`config.mk`:
```
export PLATFORM = sky130hd
export DESIGN_NAME = sio_slic_port
export DESIGN_NICKNAME = d
export VERILOG_FILES = /design/src/shared/sio_pkg.sv /design/src/core/sio_ser_slave.sv /design/src/core/sio_slic_port.sv
export VERILOG_INCLUDE_DIRS = /design/src /design/src/shared
export SDC_FILE = /design/constraint.sdc
export NUM_CORES = 1
export LEC_CHECK = 0
export ABC_CLOCK_PERIOD_IN_PS = 4400
export BUFFER_PORTS_ARGS = -buffer_cell sky130_fd_sc_hd__buf_2
export CAP_MARGIN = 20
export CELL_PAD_IN_SITES_DETAIL_PLACEMENT = 0
export CELL_PAD_IN_SITES_GLOBAL_PLACEMENT = 2
export CORE_ASPECT_RATIO = 1.25
export CORE_MARGIN = 4
export CORE_UTILIZATION = 40
export CTS_CLUSTER_DIAMETER = 120
export DETAILED_ROUTE_END_ITERATION = 7
export GPL_TIMING_DRIVEN = 0
export PLACE_DENSITY_LB_ADDON = 0.1
export SYNTH_ARGS = -nofsm -noshare
export SYNTH_HDL_FRONTEND = slang
export SYNTH_SLANG_ARGS = --single-unit
```
`constraint.sdc`:
```
create_clock -name i_core_clk -period 4.4 [get_ports i_core_clk]
set_clock_uncertainty 0.15 [all_clocks]
set_input_delay 0.66 -clock i_core_clk [delete_from_list [all_inputs] [get_ports i_core_clk]]
set_output_delay 0.66 -clock i_core_clk [all_outputs]
set_load 0.02 [all_outputs]
```
`src/shared/sio_consts.svh`:
```
// constants for the line-interface i/o port
`ifndef SIO_CONSTS_SVH
`define SIO_CONSTS_SVH

// register offsets on the serial control port
`define SIO_OFS_DIR_L 7'h00
`define SIO_OFS_DIR_H 7'h01
`define SIO_OFS_CHAN0_PIN_DATA_LOW 7'h02
`define SIO_OFS_CHAN3_PIN_DATA_HIGH 7'h09
`define SIO_OFS_CONFIGURATION_REGISTER 7'h20

// reset values
`define SIO_DIR_RESET 12'h000
`define SIO_DATA_RESET 12'h000
`define SIO_CONFIGURATION_REGISTER_RESET 8'hBF
`define SIO_PINS_RESET 16'h000F
`define SIO_SER_IDLE 3'h4

// field positions
`define SIO_CONFIGURATION_REGISTER_STATIC_BIT 4
`define SIO_CMD_READ_BIT 7

// serial framing and select scan timing
`define SIO_BYTE_BITS 4'h8
`define SIO_CS_WINDOW 8
`define SIO_CS_WINDOW_MIN 6
`define SIO_CS_WINDOW_MAX 255

`endif

```
`src/shared/sio_pkg.sv`:
```
// types shared by the line-interface i/o port
package sio_pkg;

    // pin group: twelve line pins and four select lines
    typedef struct packed {
        logic [11:0] io;
        logic [3:0] sel;
    } sio_pins_t;

    // register write strobe with its address and data
    typedef struct packed {
        logic wr;
        logic [6:0] addr;
        logic [7:0] data;
    } sio_wr_t;

    // serial access phase: command byte or data byte
    typedef enum logic {
        SIO_PH_CMD,
        SIO_PH_DATA
    } sio_phase_t;

endpackage : sio_pkg

```
`src/core/sio_ser_slave.sv`:
```
// serial control port slave: command byte then one data byte per access
`timescale 1ns/1ps
`include "sio_consts.svh"
module sio_ser_slave (
    // clock and reset
    input wire logic i_core_clk,
    input wire logic i_rst_n,
    // serial control pins
    input wire logic i_ctl_cs_n,
    input wire logic i_ctl_sclk,
    input wire logic i_ctl_sdi,
    output logic o_ctl_sdo,
    output logic o_ctl_sdo_oe,
    // register side
    output sio_pkg::sio_wr_t o_wr,
    output logic [6:0] o_rd_addr,
    input wire logic [7:0] i_rd_data
);
    import sio_pkg::*;

    //--------------------------------------------------------
    // pin synchronisers, order {cs_n, sclk, sdi}
    //--------------------------------------------------------
    logic [2:0] sa_r, sa_nxt, sb_r, sb_nxt, sc_r, sc_nxt;
    logic [2:0] flt_r, flt_nxt;
    logic ck_prev_r, ck_prev_nxt, cs_prev_r, cs_prev_nxt;
    logic ck_rise, ck_fall, cs_fall, cs_rise;

    always_comb begin
        sa_nxt = {i_ctl_cs_n, i_ctl_sclk, i_ctl_sdi};
        sb_nxt = sa_r;
        sc_nxt = sb_r;
        for (int i = 0; i < 3; i++) begin
            flt_nxt[i] = (sb_r[i] == sc_r[i]) ? sc_r[i] : flt_r[i];
        end
        ck_prev_nxt = flt_r[1];
        cs_prev_nxt = flt_r[2];
        ck_rise = flt_r[1] & ~ck_prev_r;
        ck_fall = ~flt_r[1] & ck_prev_r;
        cs_fall = ~flt_r[2] & cs_prev_r;
        cs_rise = flt_r[2] & ~cs_prev_r;
    end

    always_ff @(posedge i_core_clk or negedge i_rst_n) begin
        if (!i_rst_n) begin
            sa_r <= `SIO_SER_IDLE;
            sb_r <= `SIO_SER_IDLE;
            sc_r <= `SIO_SER_IDLE;
            flt_r <= `SIO_SER_IDLE;
            ck_prev_r <= 1'b0;
            cs_prev_r <= 1'b1;
        end else begin
            sa_r <= sa_nxt;
            sb_r <= sb_nxt;
            sc_r <= sc_nxt;
            flt_r <= flt_nxt;
            ck_prev_r <= ck_prev_nxt;
            cs_prev_r <= cs_prev_nxt;
        end
    end

    //--------------------------------------------------------
    // byte framing and access decode
    //--------------------------------------------------------
    sio_phase_t phase_r, phase_nxt;
    logic [7:0] sh_r, sh_nxt, out_r, out_nxt;
    logic [3:0] cnt_r, cnt_nxt;
    logic [6:0] addr_r, addr_nxt;
    logic rd_r, rd_nxt, oe_r, oe_nxt;
    sio_wr_t wr_r, wr_nxt;

    always_comb begin
        phase_nxt = phase_r;
        sh_nxt = sh_r;
        cnt_nxt = cnt_r;
        addr_nxt = addr_r;
        rd_nxt = rd_r;
        out_nxt = out_r;
        oe_nxt = oe_r;
        wr_nxt = wr_r;
        wr_nxt.wr = 1'b0;
        if (cs_fall) begin
            cnt_nxt = 4'h0;
            if (phase_r == SIO_PH_DATA && rd_r) begin
                out_nxt = i_rd_data;
                oe_nxt = 1'b1;
            end
        end else if (!flt_r[2] && ck_rise) begin
            sh_nxt = {sh_r[6:0], flt_r[0]};
            if (cnt_r <= `SIO_BYTE_BITS) begin
                cnt_nxt = cnt_r + 4'h1;
            end
        end else if (!flt_r[2] && ck_fall && oe_r) begin
            out_nxt = {out_r[6:0], 1'b0};
        end
        if (cs_rise) begin
            oe_nxt = 1'b0;
            if (cnt_r != `SIO_BYTE_BITS) begin
                phase_nxt = SIO_PH_CMD;
            end else if (phase_r == SIO_PH_CMD) begin
                addr_nxt = sh_r[6:0];
                rd_nxt = sh_r[`SIO_CMD_READ_BIT];
                phase_nxt = SIO_PH_DATA;
            end else begin
                phase_nxt = SIO_PH_CMD;
                if (!rd_r) begin
                    wr_nxt.wr = 1'b1;
                    wr_nxt.addr = addr_r;
                    wr_nxt.data = sh_r;
                end
            end
        end
    end

    always_ff @(posedge i_core_clk or negedge i_rst_n) begin
        if (!i_rst_n) begin
            phase_r <= SIO_PH_CMD;
            sh_r <= 8'h00;
            cnt_r <= 4'h0;
            addr_r <= 7'h00;
            rd_r <= 1'b0;
            out_r <= 8'h00;
            oe_r <= 1'b0;
            wr_r <= '0;
        end else begin
            phase_r <= phase_nxt;
            sh_r <= sh_nxt;
            cnt_r <= cnt_nxt;
            addr_r <= addr_nxt;
            rd_r <= rd_nxt;
            out_r <= out_nxt;
            oe_r <= oe_nxt;
            wr_r <= wr_nxt;
        end
    end

    assign o_ctl_sdo = out_r[7];
    assign o_ctl_sdo_oe = oe_r;
    assign o_wr = wr_r;
    assign o_rd_addr = addr_r;

endmodule : sio_ser_slave

```
`src/core/sio_slic_port.sv`:
```
// line-interface i/o port: pin direction, per-channel data and select scan
//------------------------------------------------------------
// Contract
// - direction bit 0 makes the pin an input captured into data
// - direction bit 1 drives the pin from the data bit
// - reset clears direction and data, so every pin is an input
// - configuration bit 4 low selects dynamic mode, high static mode
// - dynamic: channel 0 window drives output pins from channel 0 data
// - dynamic: channel 0 window captures input pins into channel 0 data
// - dynamic: channels 1 to 3 behave alike in their own windows
// - static: channel 0 data drives output pins without any window
// - static: input pin levels copied continuously into channel 0 data
// - static: select lines become i/o, direction from channel 1 low bits
// - static: input select line level recorded in channel 2 low bits
// - static: output select line driven from channel 2 low bits
// - channel 3 data is pin data only in dynamic mode
// - static: channel 3 bit high blocks that select line's change request
// - static: unmasked input select line change raises a request
//------------------------------------------------------------
`timescale 1ns/1ps
`include "sio_consts.svh"
module sio_slic_port #(
    parameter int CS_WINDOW = `SIO_CS_WINDOW
) (
    // clock and reset
    input wire logic i_core_clk,
    input wire logic i_rst_n,
    // serial control port
    input wire logic i_ctl_cs_n,
    input wire logic i_ctl_sclk,
    input wire logic i_ctl_sdi,
    output logic o_ctl_sdo,
    output logic o_ctl_sdo_oe,
    // line pins and select lines
    input wire sio_pkg::sio_pins_t i_pins,
    output sio_pkg::sio_pins_t o_pins,
    output sio_pkg::sio_pins_t o_pins_oe,
    // select line change request
    output logic o_sel_change_req
);
    import sio_pkg::*;

    //--------------------------------------------------------
    // parameter check
    //--------------------------------------------------------
    if (CS_WINDOW < `SIO_CS_WINDOW_MIN || CS_WINDOW > `SIO_CS_WINDOW_MAX) begin : g_bad_window
        $error("CS_WINDOW out of range");
    end

    localparam logic [7:0] WIN_LAST = 8'(CS_WINDOW - 1);

    //--------------------------------------------------------
    // serial control port
    //--------------------------------------------------------
    sio_wr_t wr;
    logic [6:0] rd_addr;
    logic [7:0] rd_data;

    sio_ser_slave u_ser (
        .i_core_clk(i_core_clk),
        .i_rst_n(i_rst_n),
        .i_ctl_cs_n(i_ctl_cs_n),
        .i_ctl_sclk(i_ctl_sclk),
        .i_ctl_sdi(i_ctl_sdi),
        .o_ctl_sdo(o_ctl_sdo),
        .o_ctl_sdo_oe(o_ctl_sdo_oe),
        .o_wr(wr),
        .o_rd_addr(rd_addr),
        .i_rd_data(rd_data)
    );

    //--------------------------------------------------------
    // pin synchronisers
    //--------------------------------------------------------
    sio_pins_t pin_s1_r, pin_s1_nxt, pin_s2_r, pin_s2_nxt, pin_s3_r, pin_s3_nxt;
    sio_pins_t pin_f_r, pin_f_nxt;
    logic [3:0] sel_prev_r, sel_prev_nxt;

    always_comb begin
        pin_s1_nxt = i_pins;
        pin_s2_nxt = pin_s1_r;
        pin_s3_nxt = pin_s2_r;
        for (int i = 0; i < 16; i++) begin
            pin_f_nxt[i] = (pin_s2_r[i] == pin_s3_r[i]) ? pin_s3_r[i] : pin_f_r[i];
        end
        sel_prev_nxt = pin_f_r.sel;
    end

    always_ff @(posedge i_core_clk or negedge i_rst_n) begin
        if (!i_rst_n) begin
            pin_s1_r <= `SIO_PINS_RESET;
            pin_s2_r <= `SIO_PINS_RESET;
            pin_s3_r <= `SIO_PINS_RESET;
            pin_f_r <= `SIO_PINS_RESET;
            sel_prev_r <= 4'hF;
        end else begin
            pin_s1_r <= pin_s1_nxt;
            pin_s2_r <= pin_s2_nxt;
            pin_s3_r <= pin_s3_nxt;
            pin_f_r <= pin_f_nxt;
            sel_prev_r <= sel_prev_nxt;
        end
    end

    //--------------------------------------------------------
    // select scan for dynamic mode
    //--------------------------------------------------------
    logic [11:0] dir_r, dir_nxt;
    logic [7:0] configuration_register_r, configuration_register_nxt;
    logic [11:0] data_r [4];
    logic [11:0] data_nxt [4];
    logic [1:0] chan_r, chan_nxt;
    logic [7:0] win_r, win_nxt;
    logic static_mode;
    logic dyn_cap;

    assign static_mode = configuration_register_r[`SIO_CONFIGURATION_REGISTER_STATIC_BIT];
    assign dyn_cap = !static_mode && (win_r == WIN_LAST);

    always_comb begin
        chan_nxt = chan_r;
        win_nxt = win_r;
        if (static_mode) begin
            chan_nxt = 2'h0;
            win_nxt = 8'h00;
        end else if (win_r == WIN_LAST) begin
            win_nxt = 8'h00;
            chan_nxt = chan_r + 2'h1;
        end else begin
            win_nxt = win_r + 8'h01;
        end
    end

    always_ff @(posedge i_core_clk or negedge i_rst_n) begin
        if (!i_rst_n) begin
            chan_r <= 2'h0;
            win_r <= 8'h00;
        end else begin
            chan_r <= chan_nxt;
            win_r <= win_nxt;
        end
    end

    //--------------------------------------------------------
    // registers
    //--------------------------------------------------------
    always_comb begin
        dir_nxt = dir_r;
        configuration_register_nxt = configuration_register_r;
        if (wr.wr && wr.addr == `SIO_OFS_DIR_L) begin
            dir_nxt[7:0] = wr.data;
        end
        if (wr.wr && wr.addr == `SIO_OFS_DIR_H) begin
            dir_nxt[11:8] = wr.data[3:0];
        end
        if (wr.wr && wr.addr == `SIO_OFS_CONFIGURATION_REGISTER) begin
            configuration_register_nxt = wr.data;
        end
    end

    for (genvar ch = 0; ch < 4; ch++) begin : g_chan
        localparam logic [6:0] OFS_L = 7'(`SIO_OFS_CHAN0_PIN_DATA_LOW + 2 * ch);
        localparam logic [6:0] OFS_H = 7'(`SIO_OFS_CHAN0_PIN_DATA_LOW + 2 * ch + 1);
        always_comb begin
            data_nxt[ch] = data_r[ch];
            if (wr.wr && wr.addr == OFS_L) begin
                data_nxt[ch][7:0] = wr.data;
            end
            if (wr.wr && wr.addr == OFS_H) begin
                data_nxt[ch][11:8] = wr.data[3:0];
            end
            if (dyn_cap && chan_r == 2'(ch)) begin
                data_nxt[ch] = (data_nxt[ch] & dir_r) | (pin_f_r.io & ~dir_r);
            end
            if (static_mode && ch == 0) begin
                data_nxt[ch] = (data_nxt[ch] & dir_r) | (pin_f_r.io & ~dir_r);
            end
            if (static_mode && ch == 2) begin
                data_nxt[ch][3:0] = (data_nxt[ch][3:0] & data_r[1][3:0]) | (pin_f_r.sel & ~data_r[1][3:0]);
            end
        end
    end

    always_ff @(posedge i_core_clk or negedge i_rst_n) begin
        if (!i_rst_n) begin
            dir_r <= `SIO_DIR_RESET;
            configuration_register_r <= `SIO_CONFIGURATION_REGISTER_RESET;
            for (int i = 0; i < 4; i++) begin
                data_r[i] <= `SIO_DATA_RESET;
            end
        end else begin
            dir_r <= dir_nxt;
            configuration_register_r <= configuration_register_nxt;
            for (int i = 0; i < 4; i++) begin
                data_r[i] <= data_nxt[i];
            end
        end
    end

    //--------------------------------------------------------
    // read mux
    //--------------------------------------------------------
    logic [2:0] rd_idx;

    always_comb begin
        rd_data = 8'h00;
        rd_idx = 3'(rd_addr - `SIO_OFS_CHAN0_PIN_DATA_LOW);
        if (rd_addr == `SIO_OFS_DIR_L) begin
            rd_data = dir_r[7:0];
        end else if (rd_addr == `SIO_OFS_DIR_H) begin
            rd_data = {4'h0, dir_r[11:8]};
        end else if (rd_addr >= `SIO_OFS_CHAN0_PIN_DATA_LOW && rd_addr <= `SIO_OFS_CHAN3_PIN_DATA_HIGH) begin
            rd_data = rd_idx[0] ? {4'h0, data_r[rd_idx[2:1]][11:8]} : data_r[rd_idx[2:1]][7:0];
        end else if (rd_addr == `SIO_OFS_CONFIGURATION_REGISTER) begin
            rd_data = configuration_register_r;
        end
    end

    //--------------------------------------------------------
    // pin drive and change request
    //--------------------------------------------------------
    sio_pins_t out_r, out_nxt, oe_r, oe_nxt;
    logic req_r, req_nxt;
    logic [3:0] sel_chg;

    always_comb begin
        oe_nxt.io = dir_r;
        if (static_mode) begin
            out_nxt.io = data_r[0] & dir_r;
            oe_nxt.sel = data_r[1][3:0];
            out_nxt.sel = data_r[2][3:0] & data_r[1][3:0];
        end else begin
            out_nxt.io = data_r[chan_r] & dir_r;
            oe_nxt.sel = 4'hF;
            out_nxt.sel = ~(4'h1 << chan_r);
        end
        sel_chg = (pin_f_r.sel ^ sel_prev_r) & ~data_r[1][3:0];
        req_nxt = static_mode && |(sel_chg & ~data_r[3][3:0]);
    end

    always_ff @(posedge i_core_clk or negedge i_rst_n) begin
        if (!i_rst_n) begin
            out_r <= `SIO_PINS_RESET;
            oe_r <= '0;
            req_r <= 1'b0;
        end else begin
            out_r <= out_nxt;
            oe_r <= oe_nxt;
            req_r <= req_nxt;
        end
    end

    assign o_pins = out_r;
    assign o_pins_oe = oe_r;
    assign o_sel_change_req = req_r;
endmodule : sio_slic_port

```
Word level (Yosys, flattened, before mapping)
Cells that the tools add are included.
W data, S select, Z words.
{"block": "word_totals", "ff_bits": 239, "input_bits": 21, "output_inout_bits": 35, "word_cells": 228}
{"block": "classes", "addsub": 4, "magnitude_cmp": 5, "n_eq_ne": 38, "n_shift": 1, "mux": 47, "n_bitwise": 38, "reduce_logical": 40}
{"operator": "$mux W8", "n": 15}
{"operator": "$mux W12", "n": 9}
{"operator": "$and A12 B12 Y12", "n": 8}
{"operator": "$mux W16", "n": 5}
{"operator": "$or A12 B12 Y12", "n": 5}
{"operator": "$bmux W12 S2", "n": 2}
{"operator": "$mux W4", "n": 9}
{"operator": "$eq A7 B3 Y1 const B", "n": 4}
{"operator": "$logic_and A1 B1 Y1", "n": 22}
{"operator": "$and A4 B4 Y4", "n": 5}
{"operator": "$eq A1 B1 Y1", "n": 19}
{"operator": "$eq A7 B1 Y1 const B", "n": 2}
{"operator": "$eq A7 B2 Y1 const B", "n": 2}
{"operator": "$eq A7 B4 Y1 const B", "n": 2}
{"operator": "$eq A7 B6 Y1 const B", "n": 2}
{"operator": "$logic_not A7 Y1", "n": 2}
{"operator": "$not A12 Y12", "n": 1}
{"operator": "$not A4 Y4", "n": 3}
{"operator": "$reduce_bool A2 Y1", "n": 6}
{"operator": "$add A8 B1 Y8 const B", "n": 1}
{"operator": "$eq A8 B3 Y1 const B", "n": 1}
{"operator": "$not A1 Y1", "n": 8}
{"operator": "$ge A7 B2 Y1 const B", "n": 1}
{"operator": "$le A7 B4 Y1 const B", "n": 1}
{"operator": "other kinds (23)", "n": 38}

Depth between registers and ports, before layout
Gate-level depths: netlist of run 1.
{"block": "depth", "depth_word": 11, "depth_mapped": 8, "depth_no_buf": 6}

By module
A second synthesis of run 1 with hierarchy kept.
{"block": "unflattened", "hier_cells": 740, "area_unflattened_um2": 10154.7}
{"mod": "sio_slic_port", "instances": 1, "cells_per_inst": 590, "area_per_inst_um2": 7838.8, "seq_area_each_um2": 4518.1}
{"mod": "sio_ser_slave", "instances": 1, "cells_per_inst": 150, "area_per_inst_um2": 2316.0, "seq_area_each_um2": 1507.7}

Worst setup path after synthesis of run 1
OpenSTA, ideal clock, no wires.
{"block": "synth_path", "path_kind": "register to register", "start": "register u_ser.addr_r[1] (netlist: u_ser.o_rd_addr[1])", "end": "register u_ser.out_r[0]", "setup_time_ps": 126, "t_arrival_ps": 2125, "required_ps": 4124, "setup_slack_ps": 1999, "path_stages_with_launch": 8, "path_buffers": 1, "period_less_slack_ps": 2401, "path_cell_list": "dfrtp_1 buf_2 inv_2 ha_1 mux4_2 mux2_2 and4_1 a221o_1"}
{"block": "synth_via", "elab_chain_cells": 11, "word_cells_on_any_way": 18, "classes_between": "1 x add/sub; 2 x order compare; 2 x eq/ne; 10 x mux; 1 x bitwise; 2 x reduce/logical"}
{"item": "start: declaration", "line": "sio_ser_slave.sv:68", "source": "logic [6:0] addr_r, addr_nxt;"}
{"item": "start signal: assignment", "line": "sio_ser_slave.sv:129", "source": "addr_r <= addr_nxt;"}
{"item": "$sub A3 B2 Y3 (no source line)"}
{"item": "$not A2 Y3 (not written as such)", "line": "sio_slic_port.sv:213", "source": "rd_data = rd_idx[0] ? {4'h0, data_r[rd_idx[2:1]][11:8]} : data_r[rd_idx[2:1]][7:0];"}
{"item": "$bmux W12 S2", "line": "sio_slic_port.sv:213"}
{"item": "$mux W12 (not written as such) (2 in a row)", "line": "sio_slic_port.sv:213"}
{"item": "$mux W8", "line": "sio_slic_port.sv:213"}
{"item": "$mux W8", "line": "sio_slic_port.sv:212", "source": "end else if (rd_addr >= `SIO_OFS_CHAN0_PIN_DATA_LOW && rd_addr <= `SIO_OFS_CHAN3_PIN_DATA_HIGH) begin"}
{"item": "$mux W8", "line": "sio_slic_port.sv:210", "source": "end else if (rd_addr == `SIO_OFS_DIR_H) begin"}
{"item": "$mux W8 *", "line": "sio_slic_port.sv:208", "source": "if (rd_addr == `SIO_OFS_DIR_L) begin"}
{"item": "$mux W8 *", "line": "sio_ser_slave.sv:84", "source": "if (phase_r == SIO_PH_DATA && rd_r) begin"}
{"item": "$mux W8 *", "line": "sio_ser_slave.sv:82", "source": "if (cs_fall) begin"}
{"item": "end signal: assignment", "line": "sio_ser_slave.sv:131", "source": "out_r <= out_nxt;"}
{"item": "end: declaration", "line": "sio_ser_slave.sv:66", "source": "logic [7:0] sh_r, sh_nxt, out_r, out_nxt;"}
Every way passes the cells marked *; elsewhere a longest branch is shown, timed or not. The select of a mux whose other input is x is not followed.
A chain may end at the register's enable or synchronous reset.

==> results.txt, run 1 <==
Critical Path Sink Type: register
core area: 25130 µm²
DR vias/cell: 5.382
CTS sink count: 239
most used routing layer: met2
Yosys reg bits: 239
max-slew violation total from the final report: 0
peak supply drop: 0.2839 mV
Post-synth EDFFs: 0
count of input and output buffers: 55
Synth Cell Area: 10180 µm²
M3 GR Usage: 2.575%
fraction of layout cells with a size suffix above 1: 36.93%
Post-CTS Setup Repair Bufs: 0
area share of fa/ha/maj cells after synthesis: 3.219%
die area: 28090 µm²
total gr overflow: 0
library cells used by synthesis: 52
row cnt: 65
post-layout min period: 3.445 ns
CP arrival: 3.70 ns
fmax: 290.3 MHz
post-synthesis compound-gate area fraction: 5.406%
instance count of the mapped netlist: 758
Post-Synth Simple-Gate Area: 8.404%
Mean Syn Cell Area: 13.43 µm²
mux cell area share after synthesis: 21.02%
crit-path max FO: 11
status: finished, final reports clean
Area growth, synth to finish: 15.20%
drt pass-1 iters: 4
commonest cells after routing, fill and taps aside: dfrtp_1 (203), mux2_2 (151), nor2_1 (67)
die width: 150.7 µm
Max Cap Violations: 0
Final Hold Fails: 0
global-route wire length before repair: 40.81 mm
Pwr Density: 410.7 nW/µm²
H-tree Lvls: 1
Global Route met2 Usage: 30.60%
via count: 6437
largest net degree at the start of global routing: 123
Root Driver: clkbuf_16
sequential area share after synthesis: 59.17%
combinational family with the most area after synthesis: multiplexers
Routed WL: 25.80 mm
post-synthesis async set-or-reset flop share: 100.0%
Inserted Clock Buffers: 25
Syn Nets: 790
hold slack: 0.04406 ns
All-Layer GR Usage: 18.64%
Setup violations, final: 0
NumNets Final: 874
# hold bufs at CTS: 0
unrepaired setup endpoints after global routing: false
IO Pins: 56
Worst-Margin Slew: 0.8798 ns
leakage: 5.188 nW
Relative slew margins: 41.34%
dpl ws: 0.9562 ns
CP required: 4.66 ns
Max Buffers Root-to-Sink: 3
setup ws final: 0.9553 ns
drt initial violations: 267
hpwl dp: 17.67 mm
Wirelength per Cell: 21.57 µm
DRC: 0
top_reg_cell synth: dfrtp_1
number of antenna violations at the first check in global routing: 0
CTS clk-pin slew, worst paths: 0.07 ns
post-CTS sizing: 0
starting density of the core: 40.52%
Synthesis Warnings: 0
post-synthesis xor/xnor area fraction: 1.118%
Startpoint Class: register
crit share post-route: 78.29%
Clock Latency Late Sink: 0.52 ns
Die Ht: 186.4 µm
critical path class: register to register
ANT nets after route: 0
HP Class: primary input to asynchronous set/reset pin
commonest non-fill, non-tap cell in the layout: dfrtp_1
M1 GR Usage: 25.74%
CTS tree: done
routability cong.: 0.8125
vias in the first global route: 6920
R2R Setup Slk: 0.96 ns
ant diodes: 0
[metrics by stage]
step	total power [mW]	std cells	util [%]	TNS, ns	cell area, µm²
final	4.819	1196	46.68	0	11730
after global routing	5.038	1196	46.68	0	11730
after CTS	4.900	1196	46.68	0	11730
after detailed placement	2.804	1150	43.46	0	10920
after global placement	2.780	1148	43.29	-309.47	10880
after floorplan	2.654	758	-	0	10180
[synthesized netlist by cell type (5+ instances only)]
cell	number	share of area (%)
xnor2_1	11	0.95
dfrtp_1	203	50
nand2b_1	8	0.49
nand2_1	20	0.74
or3_1	5	0.31
nand3_1	11	0.54
nor3_1	14	0.69
a21oi_1	19	0.93
o22ai_1	12	0.74
inv_1	13	0.48
buf_2	6	0.29
mux2i_1	17	1.7
nor2_1	67	2.5
mux2_2	151	17
and3_1	6	0.37
ha_1	11	1.4
nand4_1	8	0.49
a311oi_1	7	0.60
clkbuf_1	20	0.74
dfstp_2	36	9.3
mux4_2	12	2.7
maj3_1	19	1.9
o21ai_0	22	1.1
a31oi_1	13	0.80
[flip-flops by register name, summed over array words and instances (netlist names), 4 cells and up]
signal and count:
pin_s2_r 16, data_r 48, u_ser.out_r 8, sel_prev_r 4, sel_prev_nxt 4, pin_f_r 12, o_pins 16, dir_r 12
u_ser.sh_r 8, configuration_register_r 8, win_r 8, u_ser.o_wr 16, pin_s3_r 16, pin_s1_r 16, u_ser.cnt_r 4, u_ser.o_rd_addr 7
o_pins_oe 16
[routing by layer]
metal	share of wire, %	up-vias
met5	0	-
met4	2.9	0
met3	3.7	43
met2	49	143
met1	44	3331
li1	-	2920
[worst paths after layout]
check	endpoint	from	cells after the start
worst max-delay path	data_r[23]	chan_r[0]	7
worst min-delay path	u_ser.flt_r[1]	i_rst_n	1
worst max register to register	data_r[23]	chan_r[0]	7
worst min register to register	pin_s2_r[10]	pin_s1_r[10]	0
max in group asynchronous	o_pins_oe[8]	i_rst_n	2
min in group i_core_clk	u_ser.sa_r[2]	i_ctl_cs_n	1
[power by group]
group	internal [mW]	total [mW]	switching, mW
registers	2.34	2.47	0.124
clock network	1.18	2.06	0.879
logic	0.163	0.291	0.128
[final cells by class]
class                           instances  area [µm²]
Sequential cell                       239        6026
Buffer                                 29       116.4
Multi-Input combinational cell        476        3989
Fill cell                            2256       13400
Timing Repair Buffer                   57       317.8
Clock inverter                         13       115.1
Tap cell                              335       419.2
Inverter                               14       52.55
Clock buffer                           33       695.7
[cells by family after synthesis]
family          count (synthesis)
simple gates                  165
mux                           180
flops                         239
compound gates                 88
buf+inv                        43
fa+ha+maj                      30
xor+xnor                       13
[critical path, stage by stage, from the launching register on]
cell	delay (ns)
dfrtp_1	0.47
inv_1	0.20
buf_1	0.65
ha_1	0.38
nor2b_1	0.25
nand3_1	0.56
nor2_1	0.31
mux2_2	0.36
(Power assumes the default switching activity.)
==> run 2: changes to the inputs <==
--- a/config.mk
+++ b/config.mk
@@ -6,14 +6,15 @@
 export SDC_FILE = /design/constraint.sdc
 export NUM_CORES = 1
 export LEC_CHECK = 0
-export ABC_CLOCK_PERIOD_IN_PS = 4400
+export ABC_AREA = 1
+export ABC_CLOCK_PERIOD_IN_PS = 3150
 export BUFFER_PORTS_ARGS = -buffer_cell sky130_fd_sc_hd__buf_2
 export CAP_MARGIN = 20
 export CELL_PAD_IN_SITES_DETAIL_PLACEMENT = 0
 export CELL_PAD_IN_SITES_GLOBAL_PLACEMENT = 2
 export CORE_ASPECT_RATIO = 1.25
 export CORE_MARGIN = 4
-export CORE_UTILIZATION = 40
+export CORE_UTILIZATION = 35
 export CTS_CLUSTER_DIAMETER = 120
 export DETAILED_ROUTE_END_ITERATION = 7
 export GPL_TIMING_DRIVEN = 0
==> constraint.sdc (replaced) <==
create_clock -name i_core_clk -period 3.15 [get_ports i_core_clk]
set_clock_uncertainty 0.15 [all_clocks]
set_input_delay 0.4725 -clock i_core_clk [delete_from_list [all_inputs] [get_ports i_core_clk]]
set_output_delay 0.4725 -clock i_core_clk [all_outputs]
set_load 0.02 [all_outputs]
==> run 2 against run 1 <==
  * Total power increased by 52%
  * Die area up 12%
  * Cell count is 27% higher
  * Combinational power up 69%
  * Non-clock buffer count rose by 34
  * Sequential power up 40%
  * Synthesized cell count up 37%
  * Clock power rose by 63%
  * Worst hold slack better by 0.15 ns
  * Via count up 22%
  * Critical path type unchanged
  * Flip-flop and latch count did not move
==> results.txt, run 2 <==
cell with the most instances after synthesis: dfrtp_1
Critical Path Source: chan_r[1]
Area growth, synth to finish: 19.43%
dpl cells: 1448
total gr overflow: 0
largest net degree at the start of global routing: 106
starting density of the core: 35.86%
family with the most delay on the worst path: buffers and inverters
CP required: 3.39 ns
NumNets Final: 1177
IO Pins: 56
Max Cap Violations: 0
DRC: 0
critical path class: register to register
reg2reg end: data_r[41]
fmax: 343.9 MHz
Finished Layout Cells: 1515
Yosys reg bits: 239
library cells used by synthesis: 36
status: finished, final reports clean
via count: 7850
max-slew violation total from the final report: 0
Critical Path Sink Type: register
global-route wire length before repair: 50.93 mm
CTS sink count: 239
R2R Setup Slk: 0.24 ns
CP max-delay cell: clkbuf_1
Die Ht: 197.1 µm
routability cong.: 0.8965
die width: 159.2 µm
Synthesis Warnings: 0
setup ws final: 0.2420 ns
CTS clk-pin slew, worst paths: 0.06 ns
vias in the first global route: 8213
top_reg_cell synth: dfrtp_1
number of antenna violations at the first check in global routing: 1
post-layout min period: 2.908 ns
Final Hold Fails: 0
Post-synth EDFFs: 0
sequential area share after synthesis: 60.22%
fraction of layout cells with a size suffix above 1: 13.82%
Worst-Margin Slew: 0.8935 ns
Synth Cell Area: 10010 µm²
CTS tree: done
leakage: 5.344 nW
ant diodes: 0
share of the synthesized area in the top cell type: 50.76%
Synth top cells by count: dfrtp_1 (203), nand2_1 (197), o21ai_0 (117), inv_1 (99), a21oi_1 (93)
crit share post-route: 92.32%
Worst Hold Depth: 0
Cell Chain, Critical Path: inv_1 > buf_1 > ha_1 > or2_2 > nand2_1 > clkbuf_1 > o22ai_1
Setup violations, final: 0
instance count of the mapped netlist: 1041
Pwr Density: 611.8 nW/µm²
Clock Latency Late Sink: 0.54 ns
drt pass-1 iters: 5
Startpoint Class: register
All-Layer GR Usage: 20.96%
core area: 27910 µm²
CP peak stage delay: 0.56 ns
DR vias/cell: 5.182
max reg flops: 48
peak supply drop: 0.4392 mV
Post-CTS Setup Repair Bufs: 0
HP Class: register to register
unrepaired setup endpoints after global routing: false
Worst Path Buf+Inv: 3
CP arrival: 3.15 ns
Max Buffers Root-to-Sink: 3
post-synthesis async set-or-reset flop share: 100.0%
# fillers: 2762
Mean Syn Cell Area: 9.613 µm²
Relative slew margins: 39.98%
die area: 31380 µm²
Syn Nets: 1073
sequential cell area: 6026 µm²
Synth area leaders: dfrtp_1 (51%), dfstp_2 (9.5%), nand2_1 (7.4%)
count of input and output buffers: 55
H-tree Lvls: 1
R2R depth: 7
worst hold start: pin_s1_r[8]
Total Power: 7.312 mW
Biggest register: data_r
Wirelength per Cell: 21.27 µm
area leader, netlist: dfrtp_1
drt initial violations: 540
commonest non-fill, non-tap cell in the layout: dfrtp_1
crit-path max FO: 11
multi-input logic area: 3417 µm²
Root Driver: clkbuf_16
dpl ws: -0.1515 ns
commonest cells after routing, fill and taps aside: dfrtp_1 (203), nand2_1 (197), o21ai_0 (117)
Inserted Clock Buffers: 26
ANT nets after route: 0
Routed WL: 32.22 mm
row cnt: 68
Hold Path End: pin_s2_r[8]
hpwl dp: 23.22 mm
Critical R2R Launch: chan_r[1]
-- run 2: how the worst max path moves through the flow --
stage,cells after the start,slack [ns],to
final,7,0.24,data_r[41]
after global routing,14,0.04,u_ser.out_r[2]
after CTS,15,0.03,u_ser.out_r[3]
after detailed placement,12,-0.15,u_ser.out_r[7]
after global placement,1,-2.92,u_ser.ck_prev_r
after floorplan,12,0.88,u_ser.out_r[4]
-- run 2: kinds of logic (layout without fill, tap and decap cells) --
group                      count (synthesis)  after routing  share of synthesized area (%)
and+or+nand+nor                          308            308                          13.24
AOI/OAI and AO/OA                        317            317                          17.63
adders and majority gates                 30             30                          3.276
DFF                                      239            239                          60.22
buffers and inverters                    147            271                          5.639
-- run 2: power breakdown --
part / internal, mW / switching [mW]
sequential: 3.28 / 0.179
combinational: 0.182 / 0.310
clock: 2.10 / 1.27
-- run 2: what timing repair did --
item,in CTS,in global routing
gates resized for setup,1,3
endpoints found under the setup margin,5,7
endpoints found under the hold margin,54,0
hold buffers,20,0
-- run 2: per-stage QoR --
stage                     hold WS (ns)  utilization (%)  area, µm²  TNS, ns
after floorplan                0.02691                -      10010        0
after global placement          0.1825            38.41      10720  -634.58
after detailed placement        0.1864            38.65      10790  -0.3479
after CTS                       0.1995            42.82      11950        0
after global routing            0.1973            42.83      11950        0
final                           0.1965            42.83      11950        0
-- run 2: area by class of cell --
type | count | area share, %
timing repair buffer | 77 | 4.523
sequential | 239 | 50.42
clock buffer | 37 | 6.376
clock inverter | 11 | 1.675
inverter | 103 | 3.266
tap | 350 | 3.664
multi-input combinational | 655 | 28.59
buffer | 43 | 1.487
-- run 2: per-layer routing --
metal  vias to the layer above  global-route usage [%]  wire [µm]
li1                       3769                       -          -
met1                      3830                   26.58      13500
met2                       195                   37.22      16180
met3                        56                   2.588       1352
met4                         0                   7.331       1187
met5                         -                       0          0
==> run 3: changes to the inputs <==
--- a/config.mk
+++ b/config.mk
@@ -15,6 +15,7 @@
 export CORE_ASPECT_RATIO = 1.25
 export CORE_MARGIN = 4
 export CORE_UTILIZATION = 35
+export CTS_BUF_LIST = sky130_fd_sc_hd__clkbuf_8 sky130_fd_sc_hd__clkbuf_16
 export CTS_CLUSTER_DIAMETER = 120
 export DETAILED_ROUTE_END_ITERATION = 7
 export GPL_TIMING_DRIVEN = 0
==> run 3 against run 2 <==
  * Via count up 0.37%
  * Flip-flop and latch count unchanged
  * Cell count did not move
  * Global-route usage unchanged
  * Sequential share of layout area did not move
  * Non-clock buffer count is the same
  * Maximum frequency shrank 0.41%
  * Highest routed layer unchanged
==> results.txt, run 3 (synthesized netlist as in run 2, its figures left out) <==
status: finished, final reports clean
CTS clk-pin slew, worst paths: 0.06 ns
Critical Path Source: chan_r[1]
hpwl dp: 23.22 mm
R2R Setup Slk: 0.23 ns
# fillers: 2762
leakage: 5.360 nW
Root Driver: clkbuf_16
HP Class: register to register
starting density of the core: 35.86%
total gr overflow: 0
max reg flops: 48
worst setup path endpoint: data_r[37]
number of antenna violations at the first check in global routing: 1
count of input and output buffers: 55
Startpoint Class: register
CP required: 3.45 ns
Critical R2R Launch: chan_r[1]
fraction of layout cells with a size suffix above 1: 13.82%
die width: 159.2 µm
All-Layer GR Usage: 20.96%
fmax: 342.5 MHz
Inserted Clock Buffers: 26
ANT nets after route: 0
Critical Path Sink Type: register
CP arrival: 3.22 ns
core area: 27910 µm²
Biggest register: data_r
Top Layer Used: met4
DRC: 0
Finished Layout Cells: 1515
NumNets Final: 1177
R2R depth: 8
Final Hold Fails: 0
Pwr Density: 610.6 nW/µm²
unrepaired setup endpoints after global routing: false
multi-input logic area: 3417 µm²
Max Buffers Root-to-Sink: 3
global-route wire length before repair: 50.93 mm
Die Ht: 197.1 µm
crit-path max FO: 11
routed wire length on met3: 1.282 mm
reg2reg end: data_r[37]
Clock Latency Late Sink: 0.54 ns
hold slack: 0.1959 ns
Routed WL: 32.21 mm
met2 WL: 16.12 mm
die area: 31380 µm²
DR vias/cell: 5.201
routability cong.: 0.8965
IO Pins: 56
Setup violations, final: 0
via count: 7879
drt pass-1 iters: 5
commonest non-fill, non-tap cell in the layout: dfrtp_1
CTS sink count: 239
dpl cells: 1448
Post-CTS Setup Repair Bufs: 0
CTS tree: done
ant diodes: 0
crit share post-route: 92.70%
H-tree Lvls: 1
critical path class: register to register
largest net degree at the start of global routing: 106
Area growth, synth to finish: 19.43%
Relative slew margins: 40.39%
peak supply drop: 0.4392 mV
Max Cap Violations: 0
Met1 Wirelength: 13.58 mm
Wirelength per Cell: 21.26 µm
drt initial violations: 531
max-slew violation total from the final report: 0
row cnt: 68
sequential cell area: 6026 µm²
vias in the first global route: 8213
commonest cells after routing, fill and taps aside: dfrtp_1 (203), nand2_1 (197), o21ai_0 (117)
Worst-Margin Slew: 0.8875 ns
post-layout min period: 2.920 ns
-- run 3: cell count changes in the layout (fill, tap and decap cells not counted), sizes merged --
cell	before	now
clkbuf	68	64
inv	100	104
-- run 3: metal layers --
layer,global-route usage [%],up-vias
li1,-,3772
met1,26.58,3857
met2,37.22,192
met3,2.588,58
met4,7.331,0
met5,0,-
-- run 3: cell type report --
class | instances | share of cell area (%)
Buffer | 43 | 1.487
Sequential cell | 239 | 50.42
Inverter | 103 | 3.266
Clock buffer | 33 | 6.250
Tap cell | 350 | 3.664
Multi-Input combinational cell | 655 | 28.59
Clock inverter | 15 | 1.801
Timing Repair Buffer | 77 | 4.523
-- run 3: metrics by stage --
step | setup slack (ns) | setup TNS (ns) | area [µm²] | util (%) | total power, mW
finish | 0.2301 | 0 | 11950 | 42.83 | 7.297
floorplan | 0.8825 | 0 | 10010 | - | 3.722
global route | 0.03760 | 0 | 11950 | 42.83 | 7.632
global placement | -2.915 | -634.58 | 10720 | 38.41 | 3.975
CTS | 0.03074 | 0 | 11950 | 42.82 | 7.394
detailed placement | -0.1515 | -0.3479 | 10790 | 38.65 | 3.988
-- run 3: worst min-delay path by stage --
stage | endpoint | start | slack (ns) | cells past startpoint
after floorplan | chan_r[0] | i_rst_n | 0.03 | 0
after global placement | pin_s2_r[9] | pin_s1_r[9] | 0.18 | 0
after detailed placement | pin_s2_r[9] | pin_s1_r[9] | 0.19 | 0
after CTS | pin_s2_r[8] | pin_s1_r[8] | 0.20 | 0
after global routing | pin_s2_r[8] | pin_s1_r[8] | 0.20 | 0
final | pin_s2_r[8] | pin_s1_r[8] | 0.20 | 0
-- run 3: critical path: stages (launching register included) --
cell,delay (ns)
dfrtp_1,0.42
inv_1,0.16
buf_1,0.35
ha_1,0.30
or2_2,0.29
nand2_1,0.33
clkbuf_1,0.54
o22ai_1,0.15
o22ai_1,0.13
-- run 3: timing repair --
action                                  in CTS  in global routing
endpoints found under the setup margin       5                  7
pin swaps                                    0                  0
resized for setup                            1                  3
gates cloned                                 0                  0
hold endpoints to repair                    54                  0
hold buffers                                20                  0
-- run 3: where the power goes --
part	switching, mW	internal [mW]
clock network	1.27	2.08
logic	0.310	0.182
registers	0.179	3.28
